## config.mk

```make
export PLATFORM = sky130hd
export DESIGN_NAME = fmsf_framer
export DESIGN_NICKNAME = d
export VERILOG_FILES = /design/src/rtl/fmsf_pkg.sv /design/src/rtl/fmsf_framer.sv
export SDC_FILE = /design/constraint.sdc
export NUM_CORES = 1
export LEC_CHECK = 0
export ABC_AREA = 1
export BUFFER_PORTS_ARGS = -buffer_cell sky130_fd_sc_hd__buf_4
export CAP_MARGIN = 20
export CORE_ASPECT_RATIO = 0.6
export CORE_UTILIZATION = 54
export CTS_BUF_LIST = sky130_fd_sc_hd__clkbuf_16
export DETAILED_ROUTE_END_ITERATION = 10
export GPL_ROUTABILITY_DRIVEN = 0
export PLACE_DENSITY = 0.72
export SYNTH_ARGS = -nofsm -noshare
export SYNTH_HDL_FRONTEND = slang
export SYNTH_SLANG_ARGS = --single-unit
```

## constraint.sdc

```tcl
create_clock -name mclk_i -period 8.1 [get_ports mclk_i]
set_input_delay 0 -clock mclk_i [delete_from_list [all_inputs] [get_ports mclk_i]]
set_output_delay 0 -clock mclk_i [all_outputs]
set_load 0.01 [all_outputs]
```

## src/rtl/fmsf_pkg.sv

```systemverilog
// Constants for the field mill sentence framer
// Assumes a 10 MHz system clock
package fmsf_pkg;
  localparam int unsigned CLK_HZ = 10_000_000;
  localparam int unsigned BAUD_RATE = 9600;
  localparam int unsigned BAUD_DIV = CLK_HZ / BAUD_RATE;
  localparam int unsigned SENTENCES_PER_S = 20;
  localparam int unsigned SENTENCE_DIV = CLK_HZ / SENTENCES_PER_S;
  localparam int unsigned DATA_BITS = 8;
  localparam int unsigned STOP_BITS = 1;
  localparam int unsigned SENT_LEN = 13;
  localparam logic [10:0] MAG_MAX = 11'h07_D0;
  localparam logic [7:0] CH_DOLLAR = 8'h24;
  localparam logic [7:0] CH_PLUS = 8'h2B;
  localparam logic [7:0] CH_MINUS = 8'h2D;
  localparam logic [7:0] CH_DOT = 8'h2E;
  localparam logic [7:0] CH_COMMA = 8'h2C;
  localparam logic [7:0] CH_STAR = 8'h2A;
  localparam logic [7:0] CH_CR = 8'h0D;
  localparam logic [7:0] CH_LF = 8'h0A;
  localparam logic [7:0] CH_ZERO = 8'h30;
  localparam logic [7:0] CH_A_LESS10 = 8'h37;
  localparam logic [3:0] POS_STAR = 4'h9;
endpackage : fmsf_pkg

```

## src/rtl/fmsf_framer.sv

```systemverilog
// Field mill sentence framer: reading to serial ASCII sentence
// Assumes field_i is signed hundredths of kV/m, rotor window flags from tachometer logic
// What this block does
// - Send one sentence twenty times per second
// - Characters go 9600 baud, 8N1
// - Start with dollar, then polarity sign
// - Magnitude as two digits, period, two digits
// - Least digit is hundredths of kV/m
// - Saturate reading at plus or minus twenty
// - Comma then fault digit zero or one
// - Rotor fault follows speed window continuously
// - Asterisk then checksum as two hex characters
// - End with carriage return then line feed
`timescale 1ns/100ps
module fmsf_framer
  import fmsf_pkg::*;
#(
  parameter int unsigned SENTENCE_CYCLES = SENTENCE_DIV,
  parameter int unsigned BAUD_CYCLES = BAUD_DIV
) (
  // Clock and reset
  input wire logic mclk_i,
  input wire logic sys_rst_i,
  // Measurement
  input wire logic signed [15:0] field_i,
  input wire logic rotor_too_fast_i,
  input wire logic rotor_too_slow_i,
  // Serial line, rotor fault and busy status
  output logic txd_o,
  output logic rotor_fault_o,
  output logic busy_o
);
  import fmsf_pkg::*;

  typedef enum logic [1:0] {
    FMSF_IDLE = 2'b00,
    FMSF_START = 2'b01,
    FMSF_DATA = 2'b10,
    FMSF_STOP = 2'b11
  } fmsf_state_e;

  function automatic logic [7:0] hex_char(input logic [3:0] n);
    hex_char = (n < 4'hA) ? CH_ZERO + {4'h0, n} : CH_A_LESS10 + {4'h0, n};
  endfunction : hex_char

  function automatic logic [7:0] dig_char(input logic [3:0] n);
    dig_char = CH_ZERO + {4'h0, n};
  endfunction : dig_char

  logic [23:0] frame_cnt_q;
  logic frame_tick;
  logic [15:0] baud_cnt_q;
  logic baud_tick;
  fmsf_state_e state_q;
  logic [2:0] bit_q;
  logic [7:0] shift_q;
  logic [3:0] idx_q;
  logic active_q;
  logic neg_q;
  logic [3:0] d_tens_q;
  logic [3:0] d_ones_q;
  logic [3:0] d_tenth_q;
  logic [3:0] d_hund_q;
  logic fault_q;
  logic [7:0] csum_q;
  logic [7:0] cur_char;
  logic [10:0] mag;
  logic [15:0] abs_f;

  // Sentence pacing
  assign frame_tick = (frame_cnt_q == 24'(SENTENCE_CYCLES - 1));
  always_ff @(posedge mclk_i) begin
    if (sys_rst_i || frame_tick) begin
      frame_cnt_q <= 24'h00_0000;
    end else begin
      frame_cnt_q <= frame_cnt_q + 24'h00_0001;
    end
  end

  // Baud enable, restarted per character
  assign baud_tick = (baud_cnt_q == 16'(BAUD_CYCLES - 1));
  always_ff @(posedge mclk_i) begin
    if (sys_rst_i || baud_tick || state_q == FMSF_IDLE) begin
      baud_cnt_q <= 16'h0000;
    end else begin
      baud_cnt_q <= baud_cnt_q + 16'h0001;
    end
  end

  // Rotor supervision
  always_ff @(posedge mclk_i) begin
    if (sys_rst_i) begin
      rotor_fault_o <= 1'b0;
    end else begin
      rotor_fault_o <= rotor_too_fast_i | rotor_too_slow_i;
    end
  end

  // Magnitude with clamp
  assign abs_f = field_i[15] ? 16'(-field_i) : field_i;
  assign mag = (abs_f > {5'h00, MAG_MAX}) ? MAG_MAX : abs_f[10:0];

  // Capture reading at sentence start
  always_ff @(posedge mclk_i) begin
    if (sys_rst_i) begin
      neg_q <= 1'b0;
      d_tens_q <= 4'h0;
      d_ones_q <= 4'h0;
      d_tenth_q <= 4'h0;
      d_hund_q <= 4'h0;
      fault_q <= 1'b0;
    end else if (frame_tick && !active_q) begin
      neg_q <= field_i[15];
      d_tens_q <= 4'(mag / 11'd1000);
      d_ones_q <= 4'((mag / 11'd100) % 11'd10);
      d_tenth_q <= 4'((mag / 11'd10) % 11'd10);
      d_hund_q <= 4'(mag % 11'd10);
      fault_q <= rotor_fault_o;
    end
  end

  // Character of the sentence by position
  always_comb begin
    case (idx_q)
      4'h0: cur_char = CH_DOLLAR;
      4'h1: cur_char = neg_q ? CH_MINUS : CH_PLUS;
      4'h2: cur_char = dig_char(d_tens_q);
      4'h3: cur_char = dig_char(d_ones_q);
      4'h4: cur_char = CH_DOT;
      4'h5: cur_char = dig_char(d_tenth_q);
      4'h6: cur_char = dig_char(d_hund_q);
      4'h7: cur_char = CH_COMMA;
      4'h8: cur_char = fault_q ? 8'h31 : CH_ZERO;
      4'h9: cur_char = CH_STAR;
      4'hA: cur_char = hex_char(csum_q[7:4]);
      4'hB: cur_char = hex_char(csum_q[3:0]);
      4'hC: cur_char = CH_CR;
      4'hD: cur_char = CH_LF;
      default: cur_char = CH_LF;
    endcase
  end

  // Checksum accumulation
  always_ff @(posedge mclk_i) begin
    if (sys_rst_i || (frame_tick && !active_q)) begin
      csum_q <= 8'h00;
    end else if (state_q == FMSF_IDLE && active_q && idx_q != 4'h0 && idx_q < POS_STAR) begin
      csum_q <= csum_q ^ cur_char;
    end
  end

  // Serializer and character walker
  always_ff @(posedge mclk_i) begin
    if (sys_rst_i) begin
      state_q <= FMSF_IDLE;
      txd_o <= 1'b1;
      bit_q <= 3'h0;
      shift_q <= 8'h00;
      idx_q <= 4'h0;
      active_q <= 1'b0;
      busy_o <= 1'b0;
    end else begin
      case (state_q)
        FMSF_IDLE: begin
          txd_o <= 1'b1;
          if (frame_tick && !active_q) begin
            active_q <= 1'b1;
            idx_q <= 4'h0;
            busy_o <= 1'b1;
          end else if (active_q) begin
            if (idx_q > 4'(SENT_LEN)) begin
              active_q <= 1'b0;
              busy_o <= 1'b0;
            end else begin
              shift_q <= cur_char;
              state_q <= FMSF_START;
              txd_o <= 1'b0;
            end
          end
        end
        FMSF_START: begin
          if (baud_tick) begin
            txd_o <= shift_q[0];
            bit_q <= 3'h0;
            state_q <= FMSF_DATA;
          end
        end
        FMSF_DATA: begin
          if (baud_tick) begin
            if (bit_q == 3'(DATA_BITS - 1)) begin
              txd_o <= 1'b1;
              state_q <= FMSF_STOP;
            end else begin
              txd_o <= shift_q[bit_q + 3'h1];
              bit_q <= bit_q + 3'h1;
            end
          end
        end
        FMSF_STOP: begin
          if (baud_tick) begin
            idx_q <= idx_q + 4'h1;
            state_q <= FMSF_IDLE;
          end
        end
        default: state_q <= FMSF_IDLE;
      endcase
    end
  end

  // Helper counters for the timing checks
  localparam int unsigned SENT_BUSY = (SENT_LEN + 1) * (10 * BAUD_CYCLES + 1) + 1;
  logic [31:0] tick_gap_q;
  logic tick_seen_q;
  logic [31:0] busy_len_q;

  always_ff @(posedge mclk_i) begin
    if (sys_rst_i) begin
      tick_gap_q <= 32'h0000_0000;
      tick_seen_q <= 1'b0;
    end else if (frame_tick) begin
      tick_gap_q <= 32'h0000_0000;
      tick_seen_q <= 1'b1;
    end else begin
      tick_gap_q <= tick_gap_q + 32'h0000_0001;
    end
  end

  always_ff @(posedge mclk_i) begin
    if (sys_rst_i || !busy_o) begin
      busy_len_q <= 32'h0000_0000;
    end else begin
      busy_len_q <= busy_len_q + 32'h0000_0001;
    end
  end

  // Timing checks
  a_tick_spacing: assert property (@(posedge mclk_i) disable iff (sys_rst_i)
    (frame_tick && tick_seen_q) |-> (tick_gap_q == 32'(SENTENCE_CYCLES - 1)))
    else $error("sentence spacing wrong");
  a_sentence_len: assert property (@(posedge mclk_i) disable iff (sys_rst_i)
    $fell(busy_o) |-> (busy_len_q == 32'(SENT_BUSY)))
    else $error("sentence length wrong");
  a_idle_high: assert property (@(posedge mclk_i) disable iff (sys_rst_i)
    (state_q == FMSF_IDLE) |-> txd_o)
    else $error("line not idle high");

  // Character position checks
  a_dollar_first: assert property (@(posedge mclk_i) disable iff (sys_rst_i)
    (state_q == FMSF_START && idx_q == 4'h0) |-> (shift_q == CH_DOLLAR))
    else $error("first character not start mark");
  a_sign_char: assert property (@(posedge mclk_i) disable iff (sys_rst_i)
    (state_q == FMSF_START && idx_q == 4'h1) |-> (shift_q == CH_PLUS || shift_q == CH_MINUS))
    else $error("polarity character wrong");
  a_digit_chars: assert property (@(posedge mclk_i) disable iff (sys_rst_i)
    (state_q == FMSF_START && (idx_q == 4'h2 || idx_q == 4'h3 || idx_q == 4'h5 || idx_q == 4'h6))
    |-> (shift_q >= CH_ZERO && shift_q <= 8'h39))
    else $error("magnitude digit not decimal");
  a_dot_pos: assert property (@(posedge mclk_i) disable iff (sys_rst_i)
    (state_q == FMSF_START && idx_q == 4'h4) |-> (shift_q == CH_DOT))
    else $error("period misplaced");
  a_comma_pos: assert property (@(posedge mclk_i) disable iff (sys_rst_i)
    (state_q == FMSF_START && idx_q == 4'h7) |-> (shift_q == CH_COMMA))
    else $error("comma misplaced");
  a_fault_digit: assert property (@(posedge mclk_i) disable iff (sys_rst_i)
    (state_q == FMSF_START && idx_q == 4'h8) |-> (shift_q == CH_ZERO || shift_q == 8'h31))
    else $error("fault digit wrong");
  a_star_pos: assert property (@(posedge mclk_i) disable iff (sys_rst_i)
    (state_q == FMSF_START && idx_q == POS_STAR) |-> (shift_q == CH_STAR))
    else $error("asterisk misplaced");
  a_hex_char: assert property (@(posedge mclk_i) disable iff (sys_rst_i)
    (state_q == FMSF_START && (idx_q == 4'hA || idx_q == 4'hB))
    |-> ((shift_q >= CH_ZERO && shift_q <= 8'h39) || (shift_q >= 8'h41 && shift_q <= 8'h46)))
    else $error("checksum character not hex");
  a_cr_char: assert property (@(posedge mclk_i) disable iff (sys_rst_i)
    (state_q == FMSF_START && idx_q == 4'hC) |-> (shift_q == CH_CR))
    else $error("carriage return misplaced");

  a_sentence_start: assert property (@(posedge mclk_i) disable iff (sys_rst_i)
    (frame_tick && !active_q && state_q == FMSF_IDLE) |=> ##1 (txd_o == 1'b0))
    else $error("sentence did not start on tick");
  a_stop_level: assert property (@(posedge mclk_i) disable iff (sys_rst_i)
    (state_q == FMSF_STOP) |-> txd_o)
    else $error("stop bit not high");
  a_mag_clamp: assert property (@(posedge mclk_i) disable iff (sys_rst_i)
    mag <= MAG_MAX)
    else $error("magnitude beyond clamp");
  a_fault_follow: assert property (@(posedge mclk_i) disable iff (sys_rst_i)
    (rotor_too_fast_i || rotor_too_slow_i) |=> rotor_fault_o)
    else $error("rotor fault not raised");
  a_fault_clear: assert property (@(posedge mclk_i) disable iff (sys_rst_i)
    !(rotor_too_fast_i || rotor_too_slow_i) |=> !rotor_fault_o)
    else $error("rotor fault not cleared");
  a_digit_range: assert property (@(posedge mclk_i) disable iff (sys_rst_i)
    d_ones_q <= 4'h9 && d_tenth_q <= 4'h9 && d_hund_q <= 4'h9 && d_tens_q <= 4'h2)
    else $error("digit out of range");
  a_start_bit_len: assert property (@(posedge mclk_i) disable iff (sys_rst_i)
    $rose(state_q == FMSF_START) |-> (!txd_o) [*8])
    else $error("start bit too short");
  a_crlf_order: assert property (@(posedge mclk_i) disable iff (sys_rst_i)
    (state_q == FMSF_START && idx_q == 4'hD) |-> (shift_q == CH_LF))
    else $error("line feed out of order");
endmodule : fmsf_framer

```

Yosys cells after proc, flatten, opt, wreduce, memory -nomap -nowiden. Index checks and enable logic that the tools add are counted.

Register bits: 87. Latch bits: 0. Bits in writable memories: 0. ROM bits: 0. Input bits: 20. Output and inout port bits: 3. Word-level logic and storage cells: 133. Memories kept: 0.

Add/subtract/negate cells: 13. $mul: 0. Divide/modulo/power cells: 6. Order comparisons: 6. Equality and inequality tests: 27. Shift-type cells: 0. Multiplexer cells: 37. Bitwise operators: 4. Reductions and logical operators: 23.

Operators with widths (count): 7-bit case mux with 13 select lines (1); 6-bit by 4-bit adder with 7-bit output, first input constant (8); 11-bit by 4-bit remainder unit with 11-bit output, second input constant (3); 24-bit by 1-bit adder with 24-bit output, second input constant (1); 24-bit by 19-bit equality test with 1-bit output, second input constant (1); 4-bit equality test, second input constant (5); 2-bit inequality test, second input constant (9); 16-bit by 1-bit adder with 16-bit output, second input constant (1); 16-bit by 11-bit equality test with 1-bit output, second input constant (1); 4-bit by 3-bit equality test with 1-bit output, second input constant (4); 16-bit by 11-bit greater-than comparator with 1-bit output, second input constant (1); 16-bit 2-to-1 mux (1); 16-bit negation (1); 1-bit 2-to-1 mux (14); 2-bit 2-to-1 mux (7); 7-bit 2-to-1 mux (2); 4-bit < comparator, second input constant (3); 3-bit 2-to-1 mux (4); 11-bit by 10-bit divider with 11-bit output, second input constant (1); 11-bit by 4-bit divider with 11-bit output, second input constant (1); 11-bit by 7-bit divider with 11-bit output, second input constant (1); 11-bit 2-to-1 mux (1); 3-bit AND reduction (3); 4-bit by 2-bit equality test with 1-bit output, second input constant (2); other kinds (27) (40).

Longest topological paths before layout.
Depth after elaboration: 6. Depth in mapped cells: 80. Mapped depth without buffers: 80.

Worst setup path after synthesis. No wires, ideal clock.

Kind: input port to flip-flop. From: in field_i[1]. To: reg d_tenth_q[3]. Setup time: 0.109 ns. Arrival time: 6.823 ns. Required time: 7.991 ns. Slack: 1.169 ns. Cell stages on the path: 74. Path buffers: 0. Cell sequence: inv_1 -> ha_1 -> nand3_2 -> o21ai_1 -> nand3_1 -> nand2_4 -> nand3_4 -> nor2_8 -> nand3_1 -> o21ai_1 -> nand2_2 -> nand2_2 -> nand2_1 -> nand3_2 -> nand2_2 -> nand2_4 -> nand2_2 -> nand3_2 -> [... 38 more ...] -> ha_1 -> inv_1 -> nor2_1 -> nand3_1 -> nand3_2 -> inv_2 -> nand2_4 -> nand2_1 -> and2_1 -> ha_1 -> nand3b_1 -> nand2_1 -> nor2_2 -> nand3_1 -> nand2_1 -> nand3_1 -> nand2_1 -> inv_1.

Word-level cells in the longest chain between the ends: 6.

RTL lines: from (decl) (RTL line fmsf_framer.sv:25) `input wire logic signed [15:0] field_i,`; 16-bit negation (RTL line fmsf_framer.sv:100) `assign abs_f = field_i[15] ? 16'(-field_i) : field_i;`; 16-bit 2-to-1 mux (*) (RTL line fmsf_framer.sv:100); 16-bit by 11-bit greater-than comparator with 1-bit output (RTL line fmsf_framer.sv:101) `assign mag = (abs_f > {5'h00, MAG_MAX}) ? MAG_MAX : abs_f[10:0];`; 11-bit 2-to-1 mux (*) (RTL line fmsf_framer.sv:101); 11-bit by 4-bit divider with 11-bit output (*) (RTL line fmsf_framer.sv:116) `d_tenth_q <= 4'((mag / 11'd10) % 11'd10);`; 11-bit by 4-bit remainder unit with 11-bit output (*) (RTL line fmsf_framer.sv:116); to (signal assigned) (RTL line fmsf_framer.sv:116); to (decl) (RTL line fmsf_framer.sv:62) `logic [3:0] d_tenth_q;`.

Mark *: on every way between the ends. The rest lies on a longest branch, timed or not. A chain may end at the register's enable or synchronous reset.

Worst setup path in the final report.
From: in field_i[0]. To: reg d_tenth_q[3].

Same word-level chain as after synthesis.

==> results_dict.tcl <==
set metrics [dict create \
    yosys.cell_types.count 55 \
    core_area_mm2 0.0130 \
    boundaryPins 23 \
    status "completed" \
    ys.flop_type "dfxtp_1" \
    synth_warnings 0 \
    total_power_uw 2460 \
    grt_pass1_wl_um 28800 \
    synth-simple-area-share_pct 45.2 \
    synth_top_area_cell "dfxtp_1" \
    hold_viol 0 \
    r2r_end "d_ones_q[3]$_SDFFE_PP0P_" \
    worst_ep_arrival_time_ps 7790 \
    r2r_start "frame_cnt_q[0]$_SDFF_PP0_" \
    ys_seq_area_share_pct 22.9 \
    ant_nets 0 \
    synth_seq_cells 83 \
    clock-skew-final_ps 4.53 \
    cts_buffers 9 \
    cp_num_cells 76 \
    grt_max_degree 19 \
    synth_compound_area_share_pct 13.5 \
    synthMuxAreaShare_pct 0 \
    n_fill_cell 1161 \
    grt_pass1_vias 6141 \
    period_minus_slack_ps 7550 \
    synth_commonest_cells "nand2_1, inv_1, nor2_1" \
    startpoint "field_i[0]" \
    critPathMaxFanout 8 \
    critPathKind "input pin to flop" \
    drt-vias-per-instance 5.33 \
    rows 32 \
    antenna_found_initial 0 \
    syn_nets 1194 \
    r2r_cells 13 \
    chipWidth_um 152 \
    cp_data_required_time_ps 8340 \
    synth_top_family_by_area "simple AND/OR/NAND/NOR gates" \
    startpoint_type "input pin" \
    crit_family "simple AND/OR/NAND/NOR gates" \
    numPortBuffers 22 \
    cts.sinks 83 \
    clk_path_buf_depth 2 \
    reg2reg_slack_ps 4800 \
    clock-root-buffer "clkbuf_16" \
    crit_buf_inv 13 \
    dr.pass1.iters 5 \
    syn_to_final_growth_pct 14.4 \
    diodes 0 \
    max_cap_violations 0 \
    cts_tree "yes" \
    grt_overflow 0 \
    drive_above_1_share_pct 17.7 \
    powerDensity_mw_per_mm2 296 \
    post-dp-hpwl_um 13600 \
    dieArea_mm2 0.0139 \
    pre_cts_slack_ps 35.6 \
    hold_ws_ps 71.7 \
    relSlewSlack_pct 51.9 \
    syn_inst 1147 \
    synth_area_mm2 0.00727 \
    async_flop_share_pct 0 \
    route.vias.total 7280 \
    synthXorXnorAreaFrac_pct 2.27 \
    leakage_uw 0.00375 \
    drt_iter0_markers 561 \
    synth.most_common_cell "nand2_1" \
    slowest_delay_ps 190 \
    track_usage_pct 25.4 \
    slew_violations 0 \
    critPathSlowestCell "nand3_4" \
    synthTopCellsByArea "dfxtp_1, nand2_1, inv_1" \
    timing.final.crit_share_pct 93.3 \
    nNetsFinal 1237 \
    drc_errors 0 \
    setup_viol 0 \
    worstSetupEndpoint "d_tenth_q[3]$_SDFFE_PP0P_" \
    routed_wl_um 17800 \
    wl_per_cell_um 13.0 \
    seqCellArea_mm2 0.00166 \
    synthAdderAreaFrac_pct 4.65 \
    worst_slack_ps 546 \
    clock_latency_ps 340 \
    clk_pin_slew_ps 60 \
    initial_core_util_pct 56.0 \
    cts_max_level 3 \
    die_h_um 91.9 \
    tightest_slew_ps 715 \
    max_freq_mhz 132 \
    synth_edf_count 0 \
    endpoint_kind "flop" \
    syn_avg_cell_area_um2 6.34 \
    yosysTopAreaCellShare_pct 22.9 \
    crit_top_cell "nand2_2" \
    hold_class "input pin to flop" \
    multiInputGateArea_mm2 0.00498 \
    irDropWorstVdd_v 0.000458 \
]
==> tightest hold or removal path, stage by stage <==
cell and delay [ps]:
buf_4 120, nand2_1 110, o22ai_1 140
==> metrics by stage <==
step / utilization (%) / setup TNS (ps) / cell area, um^2 / cells
finish: 64.1 / 0 / 8320 / 1365
global route: 64.1 / -161 / 8320 / 1365
CTS: 61.6 / 0 / 7990 / 1352
detailed placement: 58.6 / 0 / 7600 / 1332
global placement: 58.6 / 0 / 7600 / 1332
floorplan: - / 0 / 7270 / 1147
==> routing by layer <==
layer	routed length [um]	GRT usage, %	vias to the layer above
li1	-	-	3831
met5	0	0	-
met1	9930	41.7	3258
met4	110	2.97	0
met3	1030	4.43	15
met2	6700	33.9	176
==> repair_timing <==
| item | CTS | global route |
|---|---|---|
| endpoints found under the setup margin | 0 | 3 |
| resized for setup | 0 | 46 |
| endpoints found under the hold margin | 8 | 0 |
| hold buffers | 4 | 0 |
| setup buffers | 0 | 13 |
==> how the worst min path moves through the flow <==
stage,startpoint,endpoint,slack [ps],cells past startpoint
floorplan,rotor_too_fast_i,rotor_fault_o$_SDFF_PP0_,120,2
global placement,rotor_too_fast_i,rotor_fault_o$_SDFF_PP0_,230,3
detailed placement,rotor_too_fast_i,rotor_fault_o$_SDFF_PP0_,240,3
CTS,field_i[0],d_hund_q[0]$_SDFFE_PP0P_,50,3
global route,field_i[0],d_hund_q[0]$_SDFFE_PP0P_,60,3
finish,field_i[0],d_hund_q[0]$_SDFFE_PP0P_,70,3
==> cells by family after synthesis <==
family / Yosys count
xor gates and xnor gates: 18
adders and majority gates: 27
DFF: 83
AOI/OAI and AO/OA: 163
buffers and inverters: 216
and+or+nand+nor: 640
==> sequential cells by signal (all words and copies together), names as in the netlist <==
signal	cells
csum_q	7
rotor_fault_o	1
d_ones_q	4
d_tenth_q	4
shift_q	7
bit_q	3
d_hund_q	4
fault_q	1
baud_cnt_q	16
frame_cnt_q	24
state_q	2
neg_q	1
txd_o	1
busy_o	1
active_q	1
idx_q	4
d_tens_q	2
==> where the power goes <==
group	switching, uW	total [uW]	internal [uW]
clock	161	491	330
sequential	6.94	425	418
combinational	1010	1550	541
total	1170	2460	1290
==> layout make-up <==
class | instances | area share [%]
Clock buffer | 9 | 2.71
Tap cell | 170 | 2.56
Sequential cell | 83 | 20.0
Multi-Input combinational cell | 848 | 59.9
Timing Repair Buffer | 40 | 3.78
Clock inverter | 7 | 1.59
Inverter | 208 | 9.45
==> cells in the final DEF, fill, tap and decap left out, types with 3 or more instances in the layout <==
| cell type | instances |
|---|---|
| nor3_1 | 29 |
| nand2_1 | 230 |
| o21ai_0 | 50 |
| o22ai_1 | 9 |
| o21ai_2 | 3 |
| inv_1 | 187 |
| nand3_2 | 25 |
| nor2_4 | 9 |
| o211ai_1 | 8 |
| inv_2 | 20 |
| or2_2 | 6 |
| bufinv_16 | 4 |
| o21ai_1 | 4 |
| a21oi_4 | 4 |
| ha_1 | 25 |
| nand2_4 | 23 |
| nand3_1 | 80 |
| a21oi_1 | 56 |
| dfxtp_1 | 83 |
| xnor2_1 | 3 |
| nand4_1 | 29 |
| buf_4 | 35 |
| nor2_2 | 9 |
| nor3b_1 | 9 |
| nor2_1 | 120 |
| o21ai_4 | 4 |
| nand2_2 | 36 |
| xor2_1 | 13 |
| a211oi_1 | 7 |
| nand3_4 | 7 |
| o21a_1 | 3 |
| o2111ai_1 | 3 |
| nor4_1 | 15 |
| dlygate4sd3_1 | 4 |
| clkbuf_16 | 9 |
No activity file was read; power rests on OpenSTA's default activity.
